`src/rtl/status_pkg.sv`:
```
package status_pkg;

   // Widths of the status byte, the lower registers and the answer word.
   localparam int STAT_W = 8;
   localparam int SCPI_W = 16;
   localparam int DATA_W = 16;

   // Bit positions inside the status byte.
   localparam int BIT_ERRQ   = 2;
   localparam int BIT_QUEST  = 3;
   localparam int BIT_MSG    = 4;
   localparam int BIT_EVT    = 5;
   localparam int BIT_MASTER = 6;
   localparam int BIT_OPER   = 7;

   // Reset values of the writable and event parts and of the answer word.
   localparam logic [STAT_W-1:0] SVC_MASK_RESET   = 8'h00;
   localparam logic [STAT_W-1:0] STD_ENABLE_RESET = 8'h00;
   localparam logic [STAT_W-1:0] STD_EVENT_RESET  = 8'h00;
   localparam logic [SCPI_W-1:0] SCPI_PART_RESET  = 16'h0000;
   localparam logic [DATA_W-1:0] RSP_RESET        = 16'h0000;

   // Commands taken from the command parser.
   typedef enum logic [3:0] {
      OP_STATUS_QUERY,
      OP_SERIAL_POLL,
      OP_SVC_MASK_WRITE,
      OP_SVC_MASK_QUERY,
      OP_STD_ENABLE_WRITE,
      OP_STD_ENABLE_QUERY,
      OP_STD_EVENT_READ,
      OP_OPER_ENABLE_WRITE,
      OP_OPER_ENABLE_QUERY,
      OP_OPER_EVENT_READ,
      OP_QUEST_ENABLE_WRITE,
      OP_QUEST_ENABLE_QUERY,
      OP_QUEST_EVENT_READ
   } cmd_op_t;

   // One command with its write data.
   typedef struct packed {
      logic              valid;
      cmd_op_t           op;
      logic [DATA_W-1:0] wdata;
   } cmd_t;

   // One answer word.
   typedef struct packed {
      logic              valid;
      logic [DATA_W-1:0] rdata;
   } rsp_t;

endpackage : status_pkg

```
`src/rtl/status_byte_service_request.sv`:
```
`timescale 1ns/1ps
// Summary of operation
// - Bit 6 summarises all other status bits ANDed with their enables.
// - Status query and serial poll both return the current status byte.
// - Each status bit pairs with same mask bit; mask bit 6 ignored.
// - Enabled status bit rising 0 to 1 raises a service request.
// - Service mask is written by command and read back by query.
// - Bit 2 is set while the error queue holds an entry.
// - With mask bit 2 set, every new error entry requests service.
// - Bit 3 set when any enabled questionable event bit is set.
// - Bit 4 set while the output buffer holds a readable message.
// - Bit 5 set when any enabled standard event bit is set.
// - Bit 6 set while requesting service from any enabled other bit.
// - Bit 7 set when any enabled operation event bit is set.
// - Lower register summary is OR of event bits ANDed with enables.
// - Reading a lower register's event part clears it.
module status_byte_service_request
   import status_pkg::*;
#(
   parameter int OPER_W  = status_pkg::SCPI_W,
   parameter int QUEST_W = status_pkg::SCPI_W
)
(
   // Clock and reset.
   input  wire logic                          i_clk,
   input  wire logic                          i_rst,
   // Commands from the parser and their answers.
   input  wire status_pkg::cmd_t              i_cmd,
   output status_pkg::rsp_t                   o_rsp,
   // Filtered event sources, one-cycle pulses per bit.
   input  wire logic [status_pkg::STAT_W-1:0] i_std_event_set,
   input  wire logic [OPER_W-1:0]             i_oper_event_set,
   input  wire logic [QUEST_W-1:0]            i_quest_event_set,
   // Error queue and output buffer state.
   input  wire logic                          i_err_push,
   input  wire logic                          i_errq_not_empty,
   input  wire logic                          i_msg_avail,
   // Status byte and service request towards the controller.
   output logic [status_pkg::STAT_W-1:0]      o_status_byte,
   output logic                               o_srq
);

   import status_pkg::*;

   // The msb of the operation and questionable registers is held at zero, so each needs two bits.
   if (OPER_W < 2 || OPER_W > DATA_W || QUEST_W < 2 || QUEST_W > DATA_W)
   begin : g_bad_width
      $error("Lower register width must lie between 2 and DATA_W.");
   end

   // Stored parts.
   logic [STAT_W-1:0]  svc_mask;
   logic [STAT_W-1:0]  std_enable;
   logic [STAT_W-1:0]  std_event;
   logic [OPER_W-1:0]  oper_enable;
   logic [OPER_W-1:0]  oper_event;
   logic [QUEST_W-1:0] quest_enable;
   logic [QUEST_W-1:0] quest_event;
   logic [STAT_W-1:0]  status_prev;

   // Next values.
   logic [STAT_W-1:0]  next_svc_mask;
   logic [STAT_W-1:0]  next_std_enable;
   logic [STAT_W-1:0]  next_std_event;
   logic [OPER_W-1:0]  next_oper_enable;
   logic [OPER_W-1:0]  next_oper_event;
   logic [QUEST_W-1:0] next_quest_enable;
   logic [QUEST_W-1:0] next_quest_event;
   logic               next_srq;
   rsp_t               next_rsp;

   // Command decode.
   wire logic cmd_v          = i_cmd.valid;
   wire logic do_status_rd   = cmd_v && (i_cmd.op == OP_STATUS_QUERY ||
                                         i_cmd.op == OP_SERIAL_POLL);
   wire logic do_mask_wr     = cmd_v && i_cmd.op == OP_SVC_MASK_WRITE;
   wire logic do_mask_rd     = cmd_v && i_cmd.op == OP_SVC_MASK_QUERY;
   wire logic do_std_en_wr   = cmd_v && i_cmd.op == OP_STD_ENABLE_WRITE;
   wire logic do_std_en_rd   = cmd_v && i_cmd.op == OP_STD_ENABLE_QUERY;
   wire logic do_std_ev_rd   = cmd_v && i_cmd.op == OP_STD_EVENT_READ;
   wire logic do_oper_en_wr  = cmd_v && i_cmd.op == OP_OPER_ENABLE_WRITE;
   wire logic do_oper_en_rd  = cmd_v && i_cmd.op == OP_OPER_ENABLE_QUERY;
   wire logic do_oper_ev_rd  = cmd_v && i_cmd.op == OP_OPER_EVENT_READ;
   wire logic do_quest_en_wr = cmd_v && i_cmd.op == OP_QUEST_ENABLE_WRITE;
   wire logic do_quest_en_rd = cmd_v && i_cmd.op == OP_QUEST_ENABLE_QUERY;
   wire logic do_quest_ev_rd = cmd_v && i_cmd.op == OP_QUEST_EVENT_READ;

   // The top bit of each operation and questionable part always reads zero.
   wire logic [OPER_W-1:0] oper_keep =
      {1'b0, {(OPER_W-1){1'b1}}};
   wire logic [QUEST_W-1:0] quest_keep =
      {1'b0, {(QUEST_W-1){1'b1}}};

   // Lower register summaries, each an OR over ANDed pairs.
   wire logic std_sum   = |(std_event & std_enable);
   wire logic oper_sum  = |(oper_event & oper_enable);
   wire logic quest_sum = |(quest_event & quest_enable);

   // Status byte without its master bit; bits 0 and 1 are tied low.
   wire logic [STAT_W-1:0] status_low = {
      oper_sum,
      1'b0,
      std_sum,
      i_msg_avail,
      quest_sum,
      i_errq_not_empty,
      2'b00
   };

   // Mask bit 6 plays no part: status_low holds zero at bit 6.
   wire logic [STAT_W-1:0] status_enabled =
      status_low & svc_mask;

   // Master summary: requesting service while any enabled bit is set.
   wire logic master = |status_enabled;

   // Complete status byte as answered to query and serial poll.
   wire logic [STAT_W-1:0] status_byte =
      status_low | (STAT_W'(master) << BIT_MASTER);

   // Fresh rising edges on enabled bits; a mask change alone is no edge.
   wire logic [STAT_W-1:0] status_rise =
      status_low & ~status_prev & svc_mask;

   // A push with bit 2 enabled requests service even if the bit was set.
   wire logic err_request =
      i_err_push & svc_mask[BIT_ERRQ];

   // Event parts: a set arriving with a clearing read wins over the clear.
   always_comb
   begin
      next_std_event   = (std_event & ~{STAT_W{do_std_ev_rd}})
                         | i_std_event_set;
      next_oper_event  = ((oper_event & ~{OPER_W{do_oper_ev_rd}})
                         | i_oper_event_set) & oper_keep;
      next_quest_event = ((quest_event & ~{QUEST_W{do_quest_ev_rd}})
                         | i_quest_event_set) & quest_keep;
   end

   // Writable parts take the command data, trimmed to their width.
   always_comb
   begin
      next_svc_mask     = svc_mask;
      next_std_enable   = std_enable;
      next_oper_enable  = oper_enable;
      next_quest_enable = quest_enable;
      if (do_mask_wr)
      begin
         next_svc_mask = i_cmd.wdata[STAT_W-1:0];
      end
      if (do_std_en_wr)
      begin
         next_std_enable = i_cmd.wdata[STAT_W-1:0];
      end
      if (do_oper_en_wr)
      begin
         next_oper_enable = i_cmd.wdata[OPER_W-1:0] & oper_keep;
      end
      if (do_quest_en_wr)
      begin
         next_quest_enable = i_cmd.wdata[QUEST_W-1:0] & quest_keep;
      end
   end

   // Service request pulse for either kind of cause.
   always_comb
   begin
      next_srq = (|status_rise) | err_request;
   end

   // Answer mux; an event read returns the part before it is cleared.
   always_comb
   begin
      next_rsp       = '0;
      next_rsp.valid = do_status_rd | do_mask_rd | do_std_en_rd
                       | do_std_ev_rd | do_oper_en_rd | do_oper_ev_rd
                       | do_quest_en_rd | do_quest_ev_rd;
      if (do_status_rd)
      begin
         next_rsp.rdata = DATA_W'(status_byte);
      end
      else if (do_mask_rd)
      begin
         next_rsp.rdata = DATA_W'(svc_mask);
      end
      else if (do_std_en_rd)
      begin
         next_rsp.rdata = DATA_W'(std_enable);
      end
      else if (do_std_ev_rd)
      begin
         next_rsp.rdata = DATA_W'(std_event);
      end
      else if (do_oper_en_rd)
      begin
         next_rsp.rdata = DATA_W'(oper_enable);
      end
      else if (do_oper_ev_rd)
      begin
         next_rsp.rdata = DATA_W'(oper_event);
      end
      else if (do_quest_en_rd)
      begin
         next_rsp.rdata = DATA_W'(quest_enable);
      end
      else if (do_quest_ev_rd)
      begin
         next_rsp.rdata = DATA_W'(quest_event);
      end
   end

   // Mask and enable parts.
   always_ff @(posedge i_clk or posedge i_rst)
   begin
      if (i_rst)
      begin
         svc_mask     <= SVC_MASK_RESET;
         std_enable   <= STD_ENABLE_RESET;
         oper_enable  <= OPER_W'(SCPI_PART_RESET);
         quest_enable <= QUEST_W'(SCPI_PART_RESET);
      end
      else
      begin
         svc_mask     <= next_svc_mask;
         std_enable   <= next_std_enable;
         oper_enable  <= next_oper_enable;
         quest_enable <= next_quest_enable;
      end
   end

   // Event parts.
   always_ff @(posedge i_clk or posedge i_rst)
   begin
      if (i_rst)
      begin
         std_event   <= STD_EVENT_RESET;
         oper_event  <= OPER_W'(SCPI_PART_RESET);
         quest_event <= QUEST_W'(SCPI_PART_RESET);
      end
      else
      begin
         std_event   <= next_std_event;
         oper_event  <= next_oper_event;
         quest_event <= next_quest_event;
      end
   end

   // Edge memory, request pulse and registered outputs.
   // Reset leaves the edge memory and the mask at zero, so a bit already high when
   // reset ends raises no request on the first edge.
   always_ff @(posedge i_clk or posedge i_rst)
   begin
      if (i_rst)
      begin
         status_prev   <= '0;
         o_srq         <= 1'b0;
         o_status_byte <= '0;
         o_rsp         <= '0;
      end
      else
      begin
         status_prev   <= status_low;
         o_srq         <= next_srq;
         o_status_byte <= status_byte;
         o_rsp         <= next_rsp;
      end
   end

endmodule : status_byte_service_request

```
`config.mk`:
```
export PLATFORM = sky130hd
export DESIGN_NAME = status_byte_service_request
export DESIGN_NICKNAME = d
export VERILOG_FILES = /design/src/rtl/status_pkg.sv /design/src/rtl/status_byte_service_request.sv
export SDC_FILE = /design/constraint.sdc
export NUM_CORES = 1
export LEC_CHECK = 0
export BUFFER_PORTS_ARGS = -buffer_cell sky130_fd_sc_hd__buf_2
export CAP_MARGIN = 40
export CORE_MARGIN = 1
export CORE_UTILIZATION = 51
export DETAILED_ROUTE_END_ITERATION = 8
export PLACE_DENSITY = 0.75
export SYNTH_ARGS = -nofsm -noshare
export SYNTH_HDL_FRONTEND = slang
export SYNTH_SLANG_ARGS = --single-unit
export TNS_END_PERCENT = 30
```
`constraint.sdc`:
```
create_clock -name i_clk -period 4.4 [get_ports i_clk]
set_input_delay 0.44 -clock i_clk [delete_from_list [all_inputs] [get_ports i_clk]]
set_output_delay 0.44 -clock i_clk [all_outputs]
set_load 0.1 [all_outputs]
```
==> results of run 1 <==
-- worst reg2reg max path: cells and delay by family (launching register included) --
| kind | cells | cell delay (ns) |
|---|---|---|
| compound gates | 4 | 1.25 |
| flops | 1 | 0.41 |
| simple gates | 1 | 0.35 |
-- synth_stat cells (3+ instances only) --
library cell | count | share of area
nor2_1 | 8 | 0.0064
a21oi_1 | 10 | 0.011
nor3_1 | 3 | 0.0032
a22oi_1 | 26 | 0.041
o21ai_0 | 16 | 0.017
dfrtp_1 | 107 | 0.57
clkbuf_1 | 5 | 0.0040
nor2_2 | 4 | 0.0053
nand2b_1 | 8 | 0.011
o22ai_1 | 5 | 0.0066
o31ai_1 | 3 | 0.0048
mux2_2 | 36 | 0.086
nand2_1 | 22 | 0.017
nand4_1 | 4 | 0.0053
nor2b_1 | 4 | 0.0053
a21o_1 | 39 | 0.062
mux2_1 | 8 | 0.019
buf_2 | 9 | 0.0095
buf_4 | 5 | 0.0080
inv_1 | 4 | 0.0032
o22a_1 | 5 | 0.0093
a221oi_1 | 12 | 0.022
-- flip-flops by register name, summed over array words and instances (netlist names) --
register,cells
svc_mask,8
std_enable,8
quest_event,15
status_prev,5
std_event,8
quest_enable,15
o_rsp,16
oper_enable,15
oper_event,15
o_srq,1
o_status_byte,1
-- power groups by stage --
stage,Combinational [W],Clock (W),Sequential (W)
2_1_floorplan,0.000215,0,0.00131
3_3_place_gp,0.000420,0,0.00121
3_5_place_dp,0.000429,0,0.00122
4_1_cts,0.000430,0.000581,0.00120
5_1_grt,0.000460,0.000617,0.00122
6_report,0.000428,0.000571,0.00120
-- worst min path at each step --
stage | startpoint | cells after the start | endpoint | slack [ns]
floorplan | svc_mask[1] | 1 | svc_mask[1] | 0.46
global placement | svc_mask[1] | 1 | svc_mask[1] | 0.47
finish | i_msg_avail | 1 | status_prev[4] | 0.20
global route | i_msg_avail | 1 | status_prev[4] | 0.20
CTS | i_msg_avail | 1 | status_prev[4] | 0.19
detailed placement | svc_mask[0] | 1 | svc_mask[0] | 0.48
-- metal layers --
layer | part of all wire | track usage | wire, um
met2 | 0.49 | 0.4025 | 5618
met5 | 0 | 0 | 0
met1 | 0.44 | 0.3628 | 5034
met4 | 0.016 | 0.08152 | 183
met3 | 0.063 | 0.04009 | 731
-- cell type report --
class	count	area, um2	share of cell area
repair buffers	90	467.9	0.08663
well taps	108	135.1	0.02502
clock buffers	9	123.9	0.02293
multi-input cells	253	1919	0.3553
inverters	4	17.52	0.003243
flip-flops and latches	107	2678	0.4957
clock inverters	7	60.06	0.01112
-- kinds of logic after synthesis --
kind of cell / after synthesis / share of synthesized area
AOI/OAI and AO/OA: 135 / 0.2104
buffers and inverters: 25 / 0.02783
DFF: 107 / 0.5672
muxes: 45 / 0.1071
other: 1 / 0.0007944
and+or+nand+nor: 70 / 0.08666
-- metrics by stage --
| stage | power [W] | util | hold slack (ns) | setup WS, ns |
|---|---|---|---|---|
| after floorplan | 0.001522 | - | 0.4588 | 1.143 |
| after global placement | 0.001631 | 0.5857 | 0.4729 | 1.928 |
| after detailed placement | 0.001649 | 0.5896 | 0.4832 | 1.971 |
| after CTS | 0.002212 | 0.6104 | 0.1943 | 2.331 |
| after global routing | 0.002294 | 0.6104 | 0.1991 | 2.230 |
| final | 0.002201 | 0.6104 | 0.2023 | 2.274 |
-- cells in the final DEF, fill, tap and decap left out, types with 3 or more instances in the layout --
cell type    n
mux2_1       8
nor2_1       8
nor3_1       3
nand2b_1     8
o22a_1       5
a21oi_1     10
nand4_1      4
buf_2       86
nor2b_1      4
dfrtp_1    107
nand2_1     22
nor2_2       4
conb_1       3
o21ai_0     16
o22ai_1      5
a21o_1      39
inv_1        3
clkbuf_8     9
o31ai_1      3
mux2_2      36
a22oi_1     26
a221oi_1    12
==> qor.log, run 1 <==
INFO  placed_design  portBuffers=85
INFO  floorplanning  initial_util=0.5335
INFO  grt            largest_net_degree_at_the_start_of_global_routing=72
INFO  final_layout   drive_above_1_share=0.3298
INFO  clock_network  library_cell_used_as_clock_root_buffer=clkbuf_8
INFO  yosys          synthDistinctLibCells=53
INFO  placed_design  placed_cells_incl_taps=562
INFO  clock_network  cts_inserted_buffers=9
INFO  yosys          async_reset_ff_frac=1.000
INFO  floorplanning  die-width=98.21um
INFO  worst_setup_path timing.critical_path.max_delay_family=compound AO/OA/AOI/OAI gates
INFO  timing         slew_headroom=0.4277
INFO  power_and_ir_drop power.ir.vdd_worst=0.2120mV
INFO  routing        detail_route.iter0.violations=268
INFO  clock_network  tritoncts_clock_tree=yes
INFO  floorplanning  fp.dieH=98.21um
INFO  placed_design  placed_cell_area=5218um2
INFO  timing         finalSetupTns=0ns
INFO  worst_setup_path worstSetupPathDepth=5
INFO  worst_setup_path cp_max_delay_cell=a221o_1
INFO  power_and_ir_drop cellLeakagePower=2.348nW
INFO  floorplanning  design.die.area=9645um2
INFO  final_layout   syn_to_final_growth=14.42%
INFO  final_layout   final_design_area_no_fill=5401um2
INFO  timing         setup_viol=0
INFO  timing         finClkSkew=0.01049ns
INFO  worst_setup_path critical_path_buf_inv_count=0
INFO  outcome        failed_checks=design-rule violations
INFO  worst_setup_path worstSetupEndpointType=register
INFO  clock_network  clockBufferDepth=2
INFO  worst_setup_path worst_r2r_path_depth=5
INFO  timing         min_period_over_period=0.4831
INFO  yosys          seq_area_frac_synth=0.5672
INFO  routing        detailroute.via_count=3577
INFO  final_layout   final_cells=578
INFO  final_layout   n_fill_cell=758
INFO  routing        detailedRoute.firstPassIterationCount=7
INFO  grt            first_pass_grt_wire_length=18700um
INFO  power_and_ir_drop comb_power_share=0.194
INFO  worst_setup_path worstSetupStartpointType=register
INFO  timing         setup_repair_after_global_routing_missed_its_margin=no
INFO  yosys          synth_edf_count=0
INFO  routing        avgRoutedWirePerCell=20.01um
INFO  placed_design  place_congestion=0.9151
INFO  yosys          synth-warning-count=0
INFO  worst_setup_path worst-endpoint-arrival=2.38ns
INFO  worst_setup_path worst_setup_path_startpoint=oper_enable[9]
INFO  power_and_ir_drop power_per_unit_of_standard_cell_area=407.6nW/um2
INFO  yosys          synthesis.area_per_instance=12.33um2
INFO  power_and_ir_drop pint=0.001482W
INFO  floorplanning  core_area=8848um2
INFO  timing         finalHoldViolations=0
INFO  routing        post-route-drc-count=5
INFO  grt            antenna_found_initial=0
INFO  clock_network  clk_pin_slew_worst_paths=0.10ns
INFO  worst_setup_path setup.reg_to_reg.worst_slack=2.27ns
INFO  final_layout   insertedDiodeCount=0
INFO  clock_network  post_cts_buffers=0
INFO  worst_setup_path r2r_end=o_rsp[6]
INFO  clock_network  cts_hold_repair.buffers=0
INFO  power_and_ir_drop p_clk_frac=0.259
INFO  grt            grt_remaining_overflow=0
INFO  grt            grt_pass1_vias=3534
INFO  timing         final_critical_path_required_period=2.126ns
INFO  yosys          syn_inst=383
INFO  timing         worst-slew-pin-transition=0.8576ns
INFO  flow_run       cap_violations=0
INFO  clock_network  clock_sinks=107
INFO  yosys          yosys_reg_bits=107
INFO  power_and_ir_drop p_seq_frac=0.546
INFO  yosys          mappedNetlistArea=4721um2
INFO  floorplanning  io_pins=92
INFO  worst_setup_path cp_cell_sequence=a22o_1 -> a221oi_1 -> nand4_1 -> a221o_1 -> a2bb2oi_1
INFO  grt            grt_usage=0.2545
INFO  yosys          synthFlopType=dfrtp_1
INFO  final_layout   design.final.nets=531
INFO  routing        routed_wl=11570um
INFO  worst_setup_path worst-path-max-fanout=4
INFO  power_and_ir_drop power_switching_share=0.3270
INFO  placed_design  dp_hpwl=8319um
INFO  worst_setup_path worst-endpoint-required=4.66ns
INFO  timing         finalMaxSlewViolations=0
INFO  outcome        run_status=finished, violations left
INFO  worst_setup_path max_stage_delay=0.46ns
INFO  timing         fmaxAchievable=470.4MHz
INFO  worst_setup_path critical_path.reg2reg.startpoint=oper_enable[9]
INFO  power_and_ir_drop power.net_switching=0.0007198W
INFO  clock_network  cts_repair_resize_count=0
INFO  clock_network  clkLatencyLatePin=0.37ns
INFO  worst_setup_path endpoint=o_rsp[6]
INFO  worst_setup_path critical_path_class=reg2reg
INFO  routing        detail-route-antenna-nets=0
INFO  routing        avgViaCountPerCell=6.189
INFO  floorplanning  row_count=34
INFO  clock_network  cts-htree-levels=3
INFO  worst_hold_path hold_wc_path_type=in2reg
Power figures use the tool's default switching activity.
==> inputs of run 2 (changes only) <==
- ABC_AREA: unset -> 1
- clock period: 4.4 -> 2.19 ns (I/O delays scaled with it)
==> run 2 against run 1 <==
The flow still finishes with violations (design-rule violations). Count of clock-buffer cells in the layout up 2. First-iteration DRC count up 44%. Clock power up 94%. Critical path type unchanged.
==> qor.log, run 2 <==
INFO  final_layout   design.final.nets=695 [+31%]
INFO  final_layout   n_fill_cell=781 [+3.0%]
INFO  timing         finalMaxSlewViolations=0 [unchanged]
INFO  final_layout   largest_reg_flops=16 [unchanged]
INFO  yosys          synth_edf_count=0 [unchanged]
INFO  final_layout   drive_above_1_share=0.1924 [-0.1374]
INFO  routing        detail-route-antenna-nets=0 [unchanged]
INFO  outcome        failed_checks=design-rule violations
INFO  worst_setup_path worst-endpoint-arrival=1.81ns [-0.57 ns]
INFO  yosys          synth_area_leader_cell=dfrtp_1
INFO  floorplanning  fp.dieH=98.54um [+0.34%]
INFO  flow_run       cap_violations=0 [unchanged]
INFO  worst_setup_path worst-endpoint-required=2.45ns [-2.21 ns]
INFO  timing         finalHoldViolations=0 [unchanged]
INFO  clock_network  clock_sinks=107 [unchanged]
INFO  power_and_ir_drop design_power_total=0.004424W [+100%]
INFO  final_layout   syn_to_final_growth=15.37%
INFO  worst_setup_path worst-path-max-fanout=3 [-1]
INFO  timing         fmaxAchievable=645.2MHz [+37%]
INFO  power_and_ir_drop power.ir.vdd_worst=0.4248mV [+100%]
INFO  final_layout   final_design_area_no_fill=5484um2 [+1.5%]
INFO  grt            use_met2=0.3976 [-0.004875]
INFO  timing         finClkSkew=0.007778ns [-0.002709 ns]
INFO  routing        post-route-drc-count=8 [+3]
INFO  worst_setup_path worstSetupEndpointType=register
INFO  grt            grt_usage=0.2567 [+0.002157]
INFO  floorplanning  core_area=8891um2 [+0.48%]
INFO  routing        avgViaCountPerCell=5.391 [-13%]
INFO  grt            largest_net_degree_at_the_start_of_global_routing=108 [+50%]
INFO  timing         finalSetupTns=0ns [unchanged]
INFO  worst_setup_path worstSetupStartpointType=register
INFO  yosys          seq_area_frac_synth=0.5633 [-0.003882]
INFO  timing         worst-slew-pin-transition=0.6318ns [-0.2258 ns]
INFO  clock_network  clkLatencyLatePin=0.36ns [about the same]
INFO  yosys          async_reset_ff_frac=1.000 [unchanged]
INFO  placed_design  placed_cells_incl_taps=723 [+29%]
INFO  yosys          ys_top_cells_by_area=dfrtp_1 56%, nand2_1 11%, o21ai_0 4.6%, a21o_1 4.4%, inv_1 3.8%
INFO  timing         min_period_over_period=0.7077 [+0.2246]
INFO  yosys          synth-warning-count=0 [unchanged]
INFO  floorplanning  initial_util=0.5346 [+0.001106]
INFO  final_layout   area_of_combinational_cells_with_multiple_inputs=1784um2 [-7.0%]
INFO  clock_network  cts_repair_resize_count=0 [unchanged]
INFO  yosys          synth_top_cells_by_count=141 x nand2_1, 107 x dfrtp_1, 48 x inv_1
INFO  timing         setup_repair_after_global_routing_missed_its_margin=no
INFO  clock_network  cts-htree-levels=3 [unchanged]
INFO  routing        routed_wl=11650um [+0.75%]
INFO  floorplanning  io_pins=92 [unchanged]
INFO  placed_design  portBuffers=85 [unchanged]
INFO  power_and_ir_drop power_per_unit_of_standard_cell_area=806.7nW/um2 [+98%]
INFO  floorplanning  design.die.area=9710um2 [+0.67%]
INFO  yosys          syn_inst=540 [+41%]
INFO  floorplanning  row_count=34 [unchanged]
INFO  final_layout   register_area=2678um2 [unchanged]
INFO  clock_network  clockBufferDepth=2 [unchanged]
INFO  clock_network  library_cell_used_as_clock_root_buffer=clkbuf_8
INFO  timing         final_critical_path_required_period=1.550ns [-0.5759 ns]
INFO  yosys          synthDominantCellAreaShare=0.5633 [-0.003882]
INFO  floorplanning  die-width=98.54um [+0.34%]
INFO  worst_setup_path worst_r2r_path_depth=8 [+3]
INFO  final_layout   final_cells=742 [+28%]
INFO  grt            global_route.usage.met3=0.06454 [+0.02445]
INFO  outcome        run_status=finished, violations left
INFO  final_layout   top_register=o_rsp
INFO  grt            grt_remaining_overflow=0 [unchanged]
INFO  placed_design  dp_hpwl=8425um [+1.3%]
INFO  routing        detailedRoute.firstPassIterationCount=7 [unchanged]
INFO  yosys          synthFlopType=dfrtp_1
INFO  routing        detailroute.via_count=4000 [+12%]
INFO  clock_network  cts_inserted_buffers=9 [unchanged]
INFO  yosys          mappedNetlistArea=4753um2 [+0.69%]
INFO  grt            grt_pass1_vias=3823 [+8.2%]
INFO  clock_network  clk_pin_slew_worst_paths=0.10ns [about the same]
INFO  routing        avgRoutedWirePerCell=15.71um [-22%]
INFO  grt            antenna_found_initial=0 [unchanged]
INFO  yosys          yosys_reg_bits=107 [unchanged]
INFO  final_layout   most_common_library_cell_in_the_layout_ignoring_fill_and_taps=nand2_1
INFO  yosys          post-synth-top-count-cell=nand2_1
INFO  yosys          synthDistinctLibCells=30 [-43%]
INFO  final_layout   insertedDiodeCount=0 [unchanged]
INFO  grt            gr-max-usage-layer=met2
INFO  worst_setup_path critical_path_class=reg2reg
INFO  worst_hold_path hold_wc_path_type=in2async
INFO  power_and_ir_drop cellLeakagePower=2.798nW [+19%]
INFO  timing         slew_headroom=0.5765 [+0.1488]
INFO  routing        detail_route.iter0.violations=385 [+44%]
INFO  grt            first_pass_grt_wire_length=18960um [+1.4%]
INFO  placed_design  placed_cell_area=5275um2 [+1.1%]
INFO  final_layout   final_core_utilization=0.6168 [+0.006367]
INFO  grt            grt_util_met1=0.3616 [-0.001157]
INFO  timing         setup_viol=0 [unchanged]
INFO  clock_network  tritoncts_clock_tree=yes
INFO  placed_design  place_congestion=0.8902 [-2.7%]
INFO  final_layout   final_cell_mix=141 x nand2_1, 107 x dfrtp_1, 85 x buf_2
INFO  yosys          synthesis.area_per_instance=8.802um2 [-29%]
[run 2: cell count changes after synthesis, moves of 10 or more]
cell and delta:
a21o_1 -11, a221oi_1 -12, a22oi_1 -26, inv_1 +44, mux2_2 -36, nand2_1 +119, nand3_1 +29, nand4_1 +12
nor2_1 +36, o21ai_0 +28, o21bai_1 +10
[run 2: worst paths after layout]
check                                 startpoint              end  slack [ns]
hold / removal                             i_rst   oper_event[11]        0.02
max in group asynchronous                  i_rst      svc_mask[6]        1.76
setup / recovery                 quest_event[13]         o_rsp[6]        0.64
min in group i_clk         i_quest_event_set[11]  quest_event[11]        0.03
hold reg to reg                      svc_mask[0]      svc_mask[0]        0.51
setup reg to reg                 quest_event[13]         o_rsp[6]        0.64
[run 2: final cells by class]
class	count	share of cell area
clock buffers	11	0.02578
clock inverters	5	0.006845
inverters	53	0.03696
multi-input cells	365	0.3253
flip-flops and latches	107	0.4883
well taps	108	0.02464
repair buffers	93	0.09217
[run 2: what timing repair did]
action | 4_1_cts | 5_1_grt
hold endpoints to repair | 2 | 1
hold buffers | 2 | 1
buffers inserted | 0 | 0
[run 2: report_power, final]
group	total [W]	leakage [nW]	internal, W	switching [W]
sequential	0.00238	1.20	0.00221	0.000168
combinational	0.000942	1.51	0.000266	0.000675
clock	0.00111	0.0859	0.000450	0.000657
[run 2: cell families (layout without fill, tap and decap cells)]
group / after synthesis / after routing / share of synthesized area
compound gates: 111 / 111 / 0.1387
buf+inv: 70 / 162 / 0.06291
flops: 107 / 107 / 0.5633
mux: 2 / 2 / 0.004738
other cells: 1 / 3 / 0.0007889
simple gates: 249 / 249 / 0.2295
[run 2: worst max-delay path, stage by stage, from the launching register on]
cell and delay [ns]:
dfrtp_1 0.42, nand2_1 0.07, nand2_1 0.05, nor2_1 0.16, nand2_1 0.08, o21ai_0 0.37, nand3_1 0.16, nand2_1 0.08
nand2_1 0.05
[run 2: per-layer routing]
metal	routed length, um	vias up
li1	-	1937
met1	5284	1866
met2	5255	181
met3	913	16
met4	199	0
met5	0	-
[run 2: stage by stage]
stage               hold WS (ns)  setup slack (ns)
floorplan                 0.2504            0.6126
global placement          0.3627            0.4737
detailed placement        0.3596            0.4090
CTS                      0.01567            0.6427
global route            0.002348            0.5210
finish                   0.02160            0.6401
